--- config.mk ---
export PLATFORM = sky130hd
export DESIGN_NAME = rwl_gate
export DESIGN_NICKNAME = d
export VERILOG_FILES = /design/src/pkg/rwl_pkg.sv /design/src/core/rwl_gate.sv
export SDC_FILE = /design/constraint.sdc
export NUM_CORES = 1
export LEC_CHECK = 0
export ABC_AREA = 1
export BUFFER_PORTS_ARGS = -buffer_cell sky130_fd_sc_hd__buf_2
export CELL_PAD_IN_SITES_DETAIL_PLACEMENT = 2
export CELL_PAD_IN_SITES_GLOBAL_PLACEMENT = 2
export CORE_ASPECT_RATIO = 1.1
export CORE_MARGIN = 1.5
export CORE_UTILIZATION = 31
export CTS_BUF_LIST = sky130_fd_sc_hd__clkbuf_4
export DETAILED_ROUTE_END_ITERATION = 6
export PLACE_DENSITY_LB_ADDON = 0.1
export SLEW_MARGIN = 20
export SYNTH_ARGS = -nofsm -noshare
export SYNTH_HDL_FRONTEND = slang
export SYNTH_SLANG_ARGS = --single-unit
--- constraint.sdc ---
create_clock -name i_clock -period 1.92 [get_ports i_clock]
set_input_delay 0.096 -clock i_clock [delete_from_list [all_inputs] [get_ports i_clock]]
set_output_delay 0.096 -clock i_clock [all_outputs]
set_load 0.01 [all_outputs]
--- src/pkg/rwl_pkg.sv ---
/*
 Constants, types and register map of the register write-lock gate.
 Assumes a single system bus clock and a 4 KB APB window for the system control block.
*/
package rwl_pkg;

  localparam int RWL_AW = 12;
  localparam int RWL_DW = 32;
  localparam int RWL_NREG = 7;

  // Byte offsets inside the system control window.
  localparam logic [11:0] OFS_KEY = 12'h100;
  localparam logic [11:0] OFS_RESET_CTL = 12'h008;
  localparam logic [11:0] OFS_BROWNOUT_CTL = 12'h018;
  localparam logic [11:0] OFS_POR_CTL = 12'h024;
  localparam logic [11:0] OFS_VREF_CTL = 12'h028;
  localparam logic [11:0] OFS_POWER_CTL = 12'h200;
  localparam logic [11:0] OFS_PCLK_EN = 12'h208;
  localparam logic [11:0] OFS_CLKSEL2 = 12'h214;

  // Positions of the guarded registers in the storage array.
  localparam int IDX_RESET_CTL = 0;
  localparam int IDX_BROWNOUT_CTL = 1;
  localparam int IDX_POR_CTL = 2;
  localparam int IDX_VREF_CTL = 3;
  localparam int IDX_POWER_CTL = 4;
  localparam int IDX_PCLK_EN = 5;
  localparam int IDX_CLKSEL2 = 6;

  localparam logic [11:0] REG_OFS [RWL_NREG] = '{OFS_RESET_CTL, OFS_BROWNOUT_CTL,
    OFS_POR_CTL, OFS_VREF_CTL, OFS_POWER_CTL, OFS_PCLK_EN, OFS_CLKSEL2};

  // A set bit is write-protected while the gate is locked.
  localparam logic [31:0] PROT_MASK_FULL = 32'hFFFF_FFFF;
  localparam logic [31:0] PROT_MASK_POWER = 32'hFFFF_FFBF;
  localparam logic [31:0] PROT_MASK_PCLK = 32'h0000_0001;
  localparam logic [31:0] PROT_MASK_CLKSEL2 = 32'h0000_0003;
  localparam logic [31:0] REG_PROT_MASK [RWL_NREG] = '{PROT_MASK_FULL, PROT_MASK_FULL,
    PROT_MASK_FULL, PROT_MASK_FULL, PROT_MASK_POWER, PROT_MASK_PCLK, PROT_MASK_CLKSEL2};

  localparam logic [31:0] REG_RESET_VAL = 32'h0000_0000;
  localparam logic [31:0] KEY_RESET_VAL = 32'h0000_0000;
  localparam int POWER_WAKE_CLR_BIT = 6;
  localparam int UNLOCK_BIT = 0;

  localparam logic [7:0] KEY_FIRST = 8'h59;
  localparam logic [7:0] KEY_SECOND = 8'h16;
  localparam logic [7:0] KEY_THIRD = 8'h88;

  typedef enum {
    KEY_WAIT_FIRST,
    KEY_WAIT_SECOND,
    KEY_WAIT_THIRD
  } rwl_key_state_t;

  typedef struct packed {
    logic psel;
    logic penable;
    logic pwrite;
    logic [RWL_AW-1:0] paddr;
    logic [RWL_DW-1:0] pwdata;
  } rwl_apb_req_t;

  typedef struct packed {
    logic pready;
    logic pslverr;
    logic [RWL_DW-1:0] prdata;
  } rwl_apb_rsp_t;

endpackage

--- src/core/rwl_gate.sv ---
/*
 Register write-lock gate: key register, unlock sequencer and the guarded system
 control registers, all behind one APB slave.
 Assumes APB requests on the same clock, and an external pulse for writes that the
 system bus makes to addresses outside this window.
*/
// Decided for this implementation: the APB register port.
// Operation
// - After reset the gate is locked and stays locked until a full key sequence is seen.
// - A wrong key byte, a write out of order or a write elsewhere cancels the attempt.
// - The third correct key write sets the unlock status and opens the guarded registers.
// - Bit 0 of the key register reads the unlock status, 1 meaning protection is off.
// - While unlocked, any write to the key register locks the gate again.
// - While locked, writes to the protected bits of guarded registers are dropped and those bits kept.
// - The key byte is write-only, reads give only the status, and the register resets to zero.
// - The reset, brown-out, power-on-reset and reference controls are guarded, and so are
//       flash, watchdog and PWM controls elsewhere through the unlock status output.
// - The wake-up interrupt clear bit 6 of the power control stays writable when locked.
// - Only bit 0 of the clock enable and bits 1 to 0 of the clock select are guarded.
`timescale 1ns/10ps
module rwl_gate #(
  parameter int NREG = rwl_pkg::RWL_NREG
) (
  input wire logic i_clock,
  input wire logic i_reset_n,
  input wire rwl_pkg::rwl_apb_req_t i_apb_req,
  input wire logic i_ext_write,
  output rwl_pkg::rwl_apb_rsp_t o_apb_rsp,
  output logic o_unlock_status,
  output logic [NREG-1:0][rwl_pkg::RWL_DW-1:0] o_sys_regs
);
  import rwl_pkg::*;

  rwl_key_state_t key_state_ff;
  rwl_key_state_t nxt_key_state;
  logic unlock_ff;
  logic nxt_unlock;
  logic [RWL_DW-1:0] regs_ff [NREG];
  logic [NREG-1:0] reg_hit;
  logic key_hit;
  logic mapped;
  logic access_take;
  logic commit;
  logic wr_commit;
  logic key_write;
  logic other_write;
  logic [7:0] key_byte;
  logic [RWL_DW-1:0] rd_value;

  // Every transfer gets one wait state so that all answers come from flip-flops.
  assign access_take = i_apb_req.psel && i_apb_req.penable && !o_apb_rsp.pready;
  assign commit = i_apb_req.psel && i_apb_req.penable && o_apb_rsp.pready;
  assign wr_commit = commit && i_apb_req.pwrite;
  assign key_hit = (i_apb_req.paddr == OFS_KEY);
  assign mapped = key_hit || (|reg_hit);
  assign key_write = wr_commit && key_hit;
  assign key_byte = i_apb_req.pwdata[7:0];
  // A foreign write from the system bus counts the same as one to another offset here.
  assign other_write = (wr_commit && !key_hit) || i_ext_write;

  // Unlock sequencer.
  always_comb begin
    nxt_key_state = key_state_ff;
    nxt_unlock = unlock_ff;
    if (key_write && unlock_ff) begin
      nxt_unlock = 1'b0;
      nxt_key_state = KEY_WAIT_FIRST;
    end else if (key_write) begin
      case (key_state_ff)
        KEY_WAIT_FIRST: begin
          if (key_byte == KEY_FIRST) begin
            nxt_key_state = KEY_WAIT_SECOND;
          end
        end
        KEY_WAIT_SECOND: begin
          if (key_byte == KEY_SECOND) begin
            nxt_key_state = KEY_WAIT_THIRD;
          end else begin
            nxt_key_state = KEY_WAIT_FIRST;
          end
        end
        KEY_WAIT_THIRD: begin
          nxt_key_state = KEY_WAIT_FIRST;
          if (key_byte == KEY_THIRD) begin
            nxt_unlock = 1'b1;
          end
        end
        default: begin
          nxt_key_state = KEY_WAIT_FIRST;
        end
      endcase
    end else if (other_write) begin
      nxt_key_state = KEY_WAIT_FIRST;
    end
  end

  always_ff @(posedge i_clock or negedge i_reset_n) begin
    if (!i_reset_n) begin
      key_state_ff <= KEY_WAIT_FIRST;
    end else begin
      key_state_ff <= nxt_key_state;
    end
  end

  always_ff @(posedge i_clock or negedge i_reset_n) begin
    if (!i_reset_n) begin
      unlock_ff <= KEY_RESET_VAL[UNLOCK_BIT];
    end else begin
      unlock_ff <= nxt_unlock;
    end
  end

  // Flash, watchdog and PWM controls live in other blocks; they gate on this output.
  always_ff @(posedge i_clock or negedge i_reset_n) begin
    if (!i_reset_n) begin
      o_unlock_status <= 1'b0;
    end else begin
      o_unlock_status <= nxt_unlock;
    end
  end

  // Guarded registers: decode, masked update and output per entry.
  for (genvar g = 0; g < NREG; g++) begin : g_reg
    logic [RWL_DW-1:0] nxt_reg;

    assign reg_hit[g] = (i_apb_req.paddr == REG_OFS[g]);

    always_comb begin
      nxt_reg = regs_ff[g];
      if (wr_commit && reg_hit[g]) begin
        if (unlock_ff) begin
          nxt_reg = i_apb_req.pwdata;
        end else begin
          // Locked: protected bits hold, the rest take the new data.
          nxt_reg = (regs_ff[g] & REG_PROT_MASK[g])
            | (i_apb_req.pwdata & ~REG_PROT_MASK[g]);
        end
      end
    end

    always_ff @(posedge i_clock or negedge i_reset_n) begin
      if (!i_reset_n) begin
        regs_ff[g] <= REG_RESET_VAL;
      end else begin
        regs_ff[g] <= nxt_reg;
      end
    end

    assign o_sys_regs[g] = regs_ff[g];
  end

  // Read data. The key byte itself is never returned.
  always_comb begin
    rd_value = '0;
    if (key_hit) begin
      rd_value[UNLOCK_BIT] = unlock_ff;
    end
    for (int i = 0; i < NREG; i++) begin
      if (reg_hit[i]) begin
        rd_value = regs_ff[i];
      end
    end
  end

  // APB answer. Unmapped offsets read zero and report a slave error; a write there is
  // still a write to another address and cancels a key sequence in progress.
  always_ff @(posedge i_clock or negedge i_reset_n) begin
    if (!i_reset_n) begin
      o_apb_rsp <= '0;
    end else if (access_take) begin
      o_apb_rsp.pready <= 1'b1;
      o_apb_rsp.pslverr <= !mapped;
      o_apb_rsp.prdata <= i_apb_req.pwrite ? '0 : rd_value;
    end else begin
      o_apb_rsp <= '0;
    end
  end

  // Shadow tally of correct key bytes since the last break in the sequence. It is kept
  // apart from the sequencer so that the checks below do not echo its own decisions.
  logic [1:0] key_tally_ff;
  logic [1:0] nxt_key_tally;
  logic key_good;

  always_comb begin
    key_good = 1'b0;
    case (key_tally_ff)
      2'h0: key_good = (key_byte == KEY_FIRST);
      2'h1: key_good = (key_byte == KEY_SECOND);
      2'h2: key_good = (key_byte == KEY_THIRD);
      default: key_good = 1'b0;
    endcase
  end

  always_comb begin
    nxt_key_tally = key_tally_ff;
    if (key_write && (unlock_ff || !key_good)) begin
      nxt_key_tally = 2'h0;
    end else if (key_write) begin
      nxt_key_tally = key_tally_ff + 2'h1;
    end else if (other_write) begin
      nxt_key_tally = 2'h0;
    end
  end

  always_ff @(posedge i_clock or negedge i_reset_n) begin
    if (!i_reset_n) begin
      key_tally_ff <= 2'h0;
    end else begin
      key_tally_ff <= nxt_key_tally;
    end
  end

  // The same checks for every guarded entry, masked by its own protection pattern.
  for (genvar c = 0; c < NREG; c++) begin : g_reg_chk

  end
endmodule // rwl_gate

# == Word level (Yosys, flattened, before mapping) ==
# Cells that the tools add are included.
# word_totals
regBits,291
out_inout_bits,259
# classes
eq_ne,14
muxes,23
bitwise_logic,3
n_reduce_logical,31
# ops
op,count
two-way mux 32 bit,15
one-hot mux 32 bit (2 select lines),1
== test 12 x 10 -> 1 bit (second input constant),3
two-way mux 34 bit,1
== test 32 x 1 -> 1 bit (second input constant),1
== test 32 x 2 -> 1 bit (second input constant),1
logical NOT 32 bit,1
OR 1 x 32 -> 32 bit,1
OR 2 x 32 -> 32 bit,1
OR 32 x 7 -> 32 bit,1
== test 12 x 6 -> 1 bit (second input constant),2
logical AND 1 bit,14
== test 12 x 4 -> 1 bit (second input constant),1
== test 12 x 5 -> 1 bit (second input constant),1
== test 12 x 9 -> 1 bit (second input constant),1
AND reduction 2 bit,5
== test 8 x 5 -> 1 bit (second input constant),1
== test 8 x 7 -> 1 bit (second input constant),1
== test 8 bit (second input constant),1
OR reduction 7 bit,1
nonzero test 2 bit,3
two-way mux 1 bit,5
inequality test 4 bit (second input constant),1
logical NOT 1 bit,3
other kinds (4),5

# == Logic depth before layout (Yosys ltp) ==
# Gate-level depths: netlist (run 1).
# logic_depth
ltp_word,11
ltp_mapped,13
ltp_nobuf,12

# == Worst setup path after synthesis (run 1) ==
# Ideal clock, no wire load.
# synth_path
path_type,register to register
from,reg o_apb_rsp[33] in the netlist's numbering
to,"reg regs_ff, in the netlist o_sys_regs[68]"
setup_ns,0.133
arrival_ns,1.397
t_required_ns,1.787
slack_ns,0.390
path_stages_with_launch,7
path_buffers,1
period_less_slack_ns,1.530
path_cell_list,dfrtp_1 > nand4_1 > nor2_2 > nand4_2 > clkbuf_1 > nand2_1 > o21ai_0
# synth_between
elab_chain_len,4
# synth_lines
item,line_no,text
from (decl),rwl_gate.sv:28,"output rwl_pkg::rwl_apb_rsp_t o_apb_rsp,"
logical AND 1 bit,rwl_gate.sv:52,assign commit = i_apb_req.psel && i_apb_req.penable && o_apb_rsp.pready;
logical AND 1 bit,rwl_gate.sv:53,assign wr_commit = commit && i_apb_req.pwrite;
logical AND 1 bit,rwl_gate.sv:130,if (wr_commit && reg_hit[g]) begin
AND reduction 2 bit (no source line),n/a,
"to (signal, indexed assignment)",rwl_gate.sv:145,regs_ff[g] <= nxt_reg;
to (decl),rwl_gate.sv:38,logic [RWL_DW-1:0] regs_ff [NREG];
# Every way passes these cells.
# A chain may end at the register's enable or synchronous reset.

# == Worst setup path in the final report (run 1) ==
# layout_path
from,in i_apb_req[35] in the netlist's numbering
to,reg o_apb_rsp[20] in the netlist's numbering
# layout_between
elab_chain_len,10
word_cells_on_any_way,16
classes_between,eq/ne: 7; mux: 9
# layout_lines
item,line_no,text
from (decl),rwl_gate.sv:26,"input wire rwl_pkg::rwl_apb_req_t i_apb_req,"
== test 12 x 4 -> 1 bit,rwl_gate.sv:126,assign reg_hit[g] = (i_apb_req.paddr == REG_OFS[g]);
two-way mux 32 bit (6 in a row),rwl_gate.sv:159,if (reg_hit[i]) begin
two-way mux 32 bit *,rwl_gate.sv:159,
two-way mux 32 bit *,rwl_gate.sv:173,o_apb_rsp.prdata <= i_apb_req.pwrite ? '0 : rd_value;
two-way mux 34 bit *,rwl_gate.sv:170,end else if (access_take) begin
# Mark *: on every way between the ends. The rest lies on a longest branch, timed or not.

==> metrics, run 1 <==
slew margin rel. 0.7178; largest area contributor in the netlist dfrtp_1; number of I/O pins ~300; HPWL Detailed ~36000 um; crit-path cells dlygate4sd3_1, buf_2, inv_1, nand2_1, dlygate4sd3_1, nor2_4, nand3_2, buf_4, o21ai_0, inv_1, a21oi_1; min cycle time layout approximately 1.8 ns; Syn Area/Cell 7.809 um^2; final core utilization 0.4200; clk_skew between 0.03 and 0.04 ns; synth-to-layout area growth 32.58%; Routed WL 52720 um; Crit Path Category in2reg; CP max FO 32; port bufs 308; CTS Sinks 261; Core ar. around 38000 um^2; vias in the first global route between 10000 and 15000; YS warnings 0; DR vias/cell around 5.0; prevailing post-synth register cell dfrtp_1; setup repair bufs after CTS 0; Initial Util 0.3168; Seq/Total Area, Yosys 0.5372; WL/cell 21.00 um; #FFs+latches synth 261; Die Span Y about 210 um; syn nets 1607; CTS max path bufs 3; cell family with most CP delay buffers and inverters; top-count cell post-synth nand2_1; Setup violations, final 0; Yosys top cell area share 0.5372; DRC viols 0; DR vias 12602; Synth area leaders dfrtp_1 54%, nand2_1 13%, o21ai_0 9.3%, inv_1 6.2%, nand3_1 4.0%; CP bufs+invs 6; Lkg Pwr ~8.6 nW; Detailed Routing Iterations Pass 1 5; setup TNS 0 ns; worst skew pair latency between 0.7 and 0.8 ns; fin area roughly 16000 um^2; Final Max Tran Viols 0; total of fill cells in the finished design approximately 4500; Min Hold Slack 0.06441 ns; grt total ovfl 0; CTS tree yes; GRT Total Usage 0.2658; CP endpoint kind flip-flop; clock root cell clkbuf_4; largest net degree at the start of global routing 58; antenna violations before repair 1; Die Area between 40000 and 50000 um^2; layout cells sized above 1 0.2572; worst min path class in2async; Yosys cell types 24; fin crit share 0.9526; Startpoint Class input port; CP peak stage delay about 0.58 ns; Cell Area, Placed approximately 15000 um^2; synth cell count leaders 416 x nand2_1, 261 x dfrtp_1, 227 x o21ai_0; htree depth 3; Power Dens Cells slightly below 700 nW/um^2; FP Rows between 70 and 80; status complete, no violations; Post-synth EDFFs 0; Setup crit start i_apb_req[35]; Placer Congestion between 0.7 and 0.8; Worst Tran Pin Value roughly 0.42 ns; CP required between 2 and 3 ns; NumNets Final between 2000 and 2500; Max Cap Viol 0; RSZ-0062 raised after global routing true; Syn Inst Count about 1600; Clock transition at path regs ~0.070 ns; Worst VDD drop around 370 uV; Arrival @ worst endpoint between 2 and 2.5 ns; fmax 546.7 MHz; first-pass GRT wire length 81140 um; Fin. Hold Viols 0; worst r2r src o_apb_rsp[33]; asr flop ratio synth 1.000; synthesized area ~12000 um^2; die width between 150 and 200 um; antenna viol nets, final 0; Inserted Clock Buffers between 70 and 80; CP max stage cell dlygate4sd3_1; 1st-iter DRT viols between 400 and 500
-- tightest hold or removal path, delay by kind of cell --
| kind | cells | cell delay, ns |
|---|---|---|
| buffers and inverters | 3 | 1.03 |
-- where the power goes --
group	leakage [nW]	total, W	internal, W	switching, W
Sequential	3.64	0.00551	0.00550	0.00000294
Combinational	4.41	0.000508	0.000164	0.000344
Clock	0.547	0.00519	0.00278	0.00242
-- flip-flops by register name (all words and copies together) (netlist names) --
register	flops
o_sys_regs	224
o_apb_rsp	34
key_state_ff	2
o_unlock_status	1
-- what timing repair did --
item                                    4_1_cts  5_1_grt
hold buffers                                 48        0
gates resized for setup                       0       11
endpoints found under the hold margin       493        0
endpoints found under the setup margin        0       33
-- through the flow --
stage | cells | setup WS (ns) | total power (W)
2_1_floorplan | 1557 | 0.3903 | 0.005726
3_3_place_gp | 2340 | 0.09270 | 0.006036
3_5_place_dp | 2340 | 0.04398 | 0.006044
4_1_cts | 2510 | 0.05323 | 0.01144
5_1_grt | 2511 | -0.01439 | 0.01175
6_report | 2511 | 0.09097 | 0.01121
-- final timing paths --
check	end	slack (ns)	cells past startpoint
min in group i_clock	o_apb_rsp[32]	0.08	7
hold / removal	o_apb_rsp[33]	0.06	3
setup / recovery	o_apb_rsp[20]	0.09	11
max in group asynchronous	o_sys_regs[106]	1.52	3
setup reg to reg	o_sys_regs[59]	0.11	7
hold reg to reg	o_sys_regs[179]	0.51	2
-- layout by cell type (no fill, tap or decap), types with 2 or more instances in the layout --
cell           Yosys  routed
inv_1            200     197
inv_2              2       4
o21ai_1           78      80
o21ai_0          227     225
nand3_1           97      95
nor2_4             6       6
nand2_1          416     415
a21oi_1           26      25
clkinv_1           0       9
buf_2             20     307
nand4_1           16      16
dlygate4sd3_1      0      46
nor2_2             4       5
clkbuf_4           0     113
nor2_1           117     116
nand2_4            0       2
dfrtp_1          261     261
nand2_2            9       8
nor4_1             3       3
nor3_1             3       3
buf_12             0      22
buf_4              7      39
nand3_2            3       4
-- kinds of logic (layout without fill, tap and decap cells) --
kind of cell,after synthesis,count (layout),synth area share
simple gates,675,675,0.2312
compound gates,332,332,0.1368
buf+inv,289,742,0.09478
flops,261,261,0.5372
other cells,0,1,0
-- per-layer routing --
layer  vias up  global-route usage  part of all wire
met5         -                   0                 0
met3        86             0.06845             0.058
met2       319              0.4610              0.50
met4         0             0.08782             0.026
met1      6430              0.3184              0.41
li1       5767                   -                 -
-- layout make-up --
type,count,area [um^2],share of cell area
timing repair buffer,417,2769,0.1718
clock buffer,113,848.3,0.05263
sequential,261,6531,0.4052
antenna,1,2.502,0.0001552
tap,500,625.6,0.03881
inverter,203,763.2,0.04735
multi-input combinational,1007,4519,0.2804
clock inverter,9,60.06,0.003726
Note: power is estimated with default switching activity, not from simulation.
==> inputs of run 2 (changes only) <==
==> constraint.sdc (replaced) <==
create_clock -name i_clock -period 1.94 [get_ports i_clock]
set_input_delay 0.097 -clock i_clock [delete_from_list [all_inputs] [get_ports i_clock]]
set_output_delay 0.097 -clock i_clock [all_outputs]
set_load 0.01 [all_outputs]
==> run 2 against run 1 <==
  * Final cell count hardly changed
  * Hold slack better by 0.019 ns
  * Via count is 0.32% lower
  * Design area is 0.34% lower
  * Sequential share of layout area is 0.14 points higher
  * Die area stayed put
  * Combinational power is 2% lower
  * Largest cell class unchanged
  * Highest routed layer unchanged
==> metrics, run 2 (synthesized netlist as in run 1, its figures left out) <==
status complete, no violations; Die Area 40420 um^2 (unchanged); Inserted Clock Buffers 75 (+2.7%); Detailed Routing Iterations Pass 1 4 (-1); CP max stage cell dlygate4sd3_1; HPWL Detailed 35850 um (-1.2%); R2R depth 7 (unchanged); clk_skew 0.02981 ns (-0.006429 ns); first-pass GRT wire length 81260 um (+0.15%); Flop pwr share 0.477 (-0.014); Routed WL 52990 um (+0.51%); Die Span Y 210.7 um (unchanged); Placer Congestion 0.7913 (+1.3%); grt total ovfl 0 (unchanged); Power Dens Cells 710.3 nW/um^2 (+2.2%); RSZ-0062 raised after global routing false; 1st-iter DRT viols 466 (+7.9%); clock root cell clkbuf_4; setup TNS 0 ns (unchanged); CP endpoint kind flip-flop; layout cells sized above 1 0.2561 (-0.001122); CP most frequent cell nand2_1; die width 191.8 um (unchanged); fmax around 550 MHz; Arrival @ worst endpoint 2.41 ns (-0.05 ns); most common cell after layout, fill and taps aside nand2_1; Crit Path Category in2reg; fin crit share 0.9300; Initial Util 0.3168 (unchanged); max reg flops 224 (unchanged); port bufs 308 (unchanged); Fin. Hold Viols 0 (unchanged); worst skew pair latency 0.74 ns (about the same); Worst VDD drop 324.7 uV (-13%); Clock transition at path regs 0.06 ns (about the same); largest net degree at the start of global routing 77 (+33%); CTS max path bufs 3 (unchanged); most frequent cells in the layout 415 x nand2_1, 307 x buf_2, 261 x dfrtp_1, 227 x o21ai_0, 197 x inv_1; htree depth 3 (unchanged); vias in the first global route 13958 (+1.0%); P_sw 0.002839 W (+2.6%); CTS Sinks 261 (unchanged); DR vias 12562 (-0.32%); Final Max Tran Viols 0 (unchanged); NumNets Final 2006 (-0.35%); synth-to-layout area growth 32.13%; final core utilization 0.4185 (-0.001435); Core ar. 38380 um^2 (unchanged); CP max FO 8 (-75%); DR vias/cell 5.001 (-0.36%); slew margin rel. 0.6921 (-0.02569); worst min path class in2reg; DRC viols 0 (unchanged); CP required 2.55 ns (about the same); CTS tree yes; clock group share of total power 0.479 (+0.016); worst hold path stage count 6; FP Rows 75 (unchanged); GRT Total Usage 0.2672 (+0.001457); P_int 0.008572 W (+1.5%); WL/cell 21.10 um (+0.47%); Setup violations, final 0 (unchanged); setup repair bufs after CTS 0 (unchanged); number of I/O pins 309 (unchanged); crit-path cells dlygate4sd3_1, buf_2, inv_1, nand2_1, nor3_1, nand4_1, dlygate4sd3_1, nand2_1, o21ai_1, nand2_1, o21ai_0; Worst Tran Pin Value 0.4619 ns (+0.03854 ns); Sw Share 0.2488 (+0.001957); Comb pwr share 0.044 (about the same); antenna viol nets, final 0 (unchanged); CTS-repair resized insts 0 (unchanged); Lkg Pwr 8.573 nW (-0.35%); antenna violations before repair 1 (unchanged); CP peak stage delay 0.59 ns (about the same); Max Cap Viol 0 (unchanged); Startpoint Class input port; min cycle time layout roughly 1.8 ns
run 2: routing by layer:
metal | routed length (um) | GRT usage | vias up
li1 | - | - | 5779
met1 | 21410 | 0.3145 | 6324
met2 | 26630 | 0.4671 | 356
met3 | 3297 | 0.05964 | 103
met4 | 1649 | 0.1096 | 0
met5 | 0 | 0 | -
run 2: worst max-delay path, delay by kind of cell:
family                 cells  cell delay [ns]
buffers and inverters      4             1.51
AND/OR/NAND/NOR            5             0.64
AO/OA/AOI/OAI              2             0.16
run 2: worst paths after layout:
check | from | endpoint | slack, ns
worst max-delay path | i_apb_req[5] | key_state_ff[0] | 0.14
worst min-delay path | i_apb_req[34] | o_sys_regs[192] | 0.08
worst max register to register | o_apb_rsp[33] | o_sys_regs[111] | 0.18
worst min register to register | o_sys_regs[182] | o_sys_regs[182] | 0.50
max in group asynchronous | i_reset_n | o_sys_regs[200] | 0.92
min in group asynchronous | i_reset_n | o_sys_regs[99] | 0.57
run 2: layout make-up:
cell class	count	area, um^2
Antenna cell	1	2.502
Clock inverter	16	112.6
Multi-Input combinational cell	1007	4501
Fill cell	4502	22320
Clock buffer	116	870.8
Timing Repair Buffer	408	2658
Sequential cell	261	6531
Tap cell	500	625.6
Inverter	203	763.2
run 2: power by group through the flow:
| stage | Clock (W) | Combinational (W) | Sequential, W |
|---|---|---|---|
| after global routing | 0.00594 | 0.000550 | 0.00544 |
| after CTS | 0.00567 | 0.000509 | 0.00545 |
| final | 0.00547 | 0.000498 | 0.00545 |
| after global placement | 0 | 0.000419 | 0.00555 |
| after floorplan | 0 | 0.000114 | 0.00555 |
| after detailed placement | 0 | 0.000430 | 0.00555 |
run 2: repair_timing:
item / CTS / global route
endpoints found under the setup margin: 0 / 0
hold buffers: 45 / 0
hold endpoints to repair: 494 / 0
run 2: per-stage QoR:
step	cells	power [W]	cell area, um^2	hold slack (ns)	setup WS [ns]
2_1_floorplan	1557	0.005667	12160	-0.1986	0.4103
3_3_place_gp	2334	0.005969	14610	0.02855	0.1622
3_5_place_dp	2334	0.005980	14610	0.03814	0.1282
4_1_cts	2511	0.01163	16060	0.005985	0.1830
5_1_grt	2512	0.01194	16060	0.1047	0.04467
6_report	2512	0.01141	16060	0.08338	0.1358
==> inputs of run 3 (changes only) <==
--- a/config.mk
+++ b/config.mk
@@ -6,6 +6,7 @@
 export NUM_CORES = 1
 export LEC_CHECK = 0
 export ABC_AREA = 1
+export ABC_CLOCK_PERIOD_IN_PS = 1940
 export BUFFER_PORTS_ARGS = -buffer_cell sky130_fd_sc_hd__buf_2
 export CELL_PAD_IN_SITES_DETAIL_PLACEMENT = 2
 export CELL_PAD_IN_SITES_GLOBAL_PLACEMENT = 2
@@ -14,7 +15,8 @@
 export CORE_UTILIZATION = 31
 export CTS_BUF_LIST = sky130_fd_sc_hd__clkbuf_4
 export DETAILED_ROUTE_END_ITERATION = 6
-export PLACE_DENSITY_LB_ADDON = 0.1
+export GPL_TIMING_DRIVEN = 0
+export PLACE_DENSITY = 0.94
 export SLEW_MARGIN = 20
 export SYNTH_ARGS = -nofsm -noshare
 export SYNTH_HDL_FRONTEND = slang
==> run 3 against run 2 <==
  * The flow now finishes with violations (setup timing)
  * Clock power is 1% lower
  * Highest routed layer unchanged
  * Setup slack worse by 0.24 ns
  * First-iteration DRC count increased by 100%
  * Global-route usage increased by 8.0 points
  * Critical path type is now reg2reg
  * Utilization grew 0.81 points
  * Non-clock buffer count is 54 higher
  * Count of clock-buffer cells in the layout down 1
  * Sequential cell count unchanged
  * Maximum frequency is 12% lower
  * Die area unchanged
==> metrics, run 3 (synthesized netlist as in run 1, its figures left out) <==
CTS tree yes; R2R depth 8 (+1); CP max FO 11 (+3); DR vias 14161 (+13%); NumNets Final 2060 (+2.7%); cell family with most CP delay buffers and inverters; total of fill cells in the finished design 4403 (-2.2%); worst r2r src o_apb_rsp[33]; Die Span Y 210.7 um (unchanged); fmax 488.4 MHz (-12%); clk_skew 0.04617 ns (+0.01636 ns); grt total ovfl 0 (unchanged); HPWL Detailed 45250 um (+26%); crit-path cells nand4_1, buf_4, buf_4, nor2_4, buf_6, nand2_8, buf_6, o21ai_0; met2 Use GR 0.5841 (+0.1170); Startpoint Class flip-flop; PnR worst setup slack -0.1075 ns (-0.2433 ns); Initial Util 0.3168 (unchanged); CTS max path bufs 3 (unchanged); layout cells sized above 1 0.2664 (+0.01028); Detailed Routing Iterations Pass 1 7 (+3); setup TNS -0.2799 ns (-0.2799 ns); CTS Sinks 261 (unchanged); clock root cell clkbuf_4; min cycle time layout 2.048 ns (+0.2433 ns); Inst Count DP 2368 (+1.5%); status finished, violations left; most common cell after layout, fill and taps aside nand2_1; port bufs 308 (unchanged); slew margin rel. 0.3053 (-0.3868); GR Util met1 0.3997 (+0.08522); CP peak stage delay 0.41 ns (-0.18 ns); Clock transition at path regs 0.09 ns (+0.03 ns); worst min path class in2reg; GRT Total Usage 0.3468 (+0.07958); gr busiest metal met2; WL/cell 28.09 um (+33%); Core ar. 38380 um^2 (unchanged); first-pass GRT wire length 101500 um (+25%); R2R Path End o_sys_regs[3]; Inserted Clock Buffers 75 (unchanged); Crit Path Category reg2reg; largest net degree at the start of global routing 92 (+19%); CP bufs+invs 4 (unchanged); CP endpoint kind flip-flop; max reg flops 224 (unchanged); Routed WL 72060 um (+36%); synth-to-layout area growth 34.67%; worst skew pair latency 0.77 ns (+0.03 ns); DR vias/cell 5.521 (+10%); FP Rows 75 (unchanged); number of I/O pins 309 (unchanged); M3 GR Usage 0.06995 (+0.01030); Die Area 40420 um^2 (unchanged); DRC viols 0 (unchanged); HP Start i_apb_req[42]; Fin. Hold Viols 0 (unchanged); Placer Congestion 0.8355 (+5.6%); CP required 2.58 ns (+0.03 ns); CP max stage cell dfrtp_1; Setup violations, final 9 (+9); 1st-iter DRT viols 949 (+100%); htree depth 3 (unchanged); Min-Delay Endpoint key_state_ff[0]; failing checks setup timing; Power Dens Cells 692.3 nW/um^2 (-2.5%); Worst VDD drop 404.8 uV (+25%); Layout Cells excl Fill 2565 (+2.1%); Lkg Pwr 8.700 nW (+1.5%); die width 191.8 um (unchanged); antenna violations before repair 4 (+3); worst hold path stage count 8 (+2); Worst Tran Pin Value 1.042 ns (+0.5802 ns); Arrival @ worst endpoint 2.68 ns (+0.27 ns); Final Max Tran Viols 0 (unchanged); fin crit share 1.055 (+0.1254); vias in the first global route 15617 (+12%); most frequent cells in the layout 415 x nand2_1, 332 x buf_2, 260 x dfrtp_1, 210 x o21ai_0, 199 x inv_1; antenna viol nets, final 0 (unchanged); worst reg2reg setup slack -0.11 ns (-0.29 ns); Max Cap Viol 0 (unchanged)
[run 3: cell types whose count changed in the layout (fill, tap and decap cells not counted), moves of 4 or more]
cell       before  now
clkbuf_16       0    6
inv_2           7    3
buf_2         307  332
buf_1           0    4
clkbuf_2        0    6
buf_8           1    6
o21ai_1        78   95
clkbuf_4      116  121
buf_6           0   12
o21ai_0       227  210
buf_4          37   22
clkbuf_1        0   16
buf_12         18    6
[run 3: final cells by class]
class	instances	area (um^2)	share of cell area
diodes	4	10.01	0.0006113
plain buffers	86	620.6	0.03790
clock buffers	115	863.3	0.05273
clock inverters	13	50.05	0.003057
inverters	203	767.0	0.04684
multi-input cells	1007	4539	0.2772
flip-flops and latches	261	6533	0.3990
well taps	500	625.6	0.03821
repair buffers	376	2365	0.1444
[run 3: routing by layer]
metal	wire, um	vias up
met4	4860	0
met2	35000	738
met1	27500	7294
met5	0	-
li1	-	5882
met3	4698	247
[run 3: timing repair]
| item | in CTS | in global routing |
|---|---|---|
| pin swaps | 2 | 4 |
| endpoints found under the hold margin | 453 | 0 |
| hold buffers | 44 | 0 |
| cloned | 0 | 6 |
| gates resized for setup | 65 | 97 |
| setup buffers | 7 | 8 |
| setup endpoints to repair | 231 | 200 |
[run 3: worst max path at each step]
stage	startpoint	end	slack [ns]	cells after the start
after floorplan	o_apb_rsp[33]	o_sys_regs[68]	0.41	6
after global placement	i_reset_n	o_sys_regs[188]	-4.14	1
final	o_apb_rsp[33]	o_sys_regs[3]	-0.11	8
after detailed placement	o_apb_rsp[33]	o_apb_rsp[23]	-0.75	6
after global routing	o_apb_rsp[33]	o_sys_regs[3]	-0.11	8
after CTS	o_apb_rsp[33]	o_sys_regs[21]	-0.02	7
[run 3: report_power, final]
group	total, W	internal [W]	switching, W
Clock	0.00539	0.00268	0.00271
Sequential	0.00545	0.00544	0.00000347
Combinational	0.000504	0.000148	0.000356
[run 3: worst min-delay path, stage by stage]
cell and delay [ns]:
buf_2 0.11, nor2_4 0.04, nand2_1 0.06, nor2_1 0.06, nand2_1 0.14, nor2_4 0.08
nand3_1 0.07, o21ai_0 0.09
[run 3: stage by stage]
stage	cell area [um^2]	worst slack, ns	util	hold slack, ns	total power (W)
6_report	16370	-0.1075	0.4266	0.05402	0.01134
5_1_grt	16370	-0.1064	0.4265	0.1067	0.01167
4_1_cts	15970	-0.01538	0.4161	0.002653	0.01129
3_5_place_dp	14420	-0.7461	0.3756	-0.04099	0.005958
3_3_place_gp	14330	-4.140	0.3732	0.3736	0.005915
2_1_floorplan	12160	0.4103	-	-0.1986	0.005667
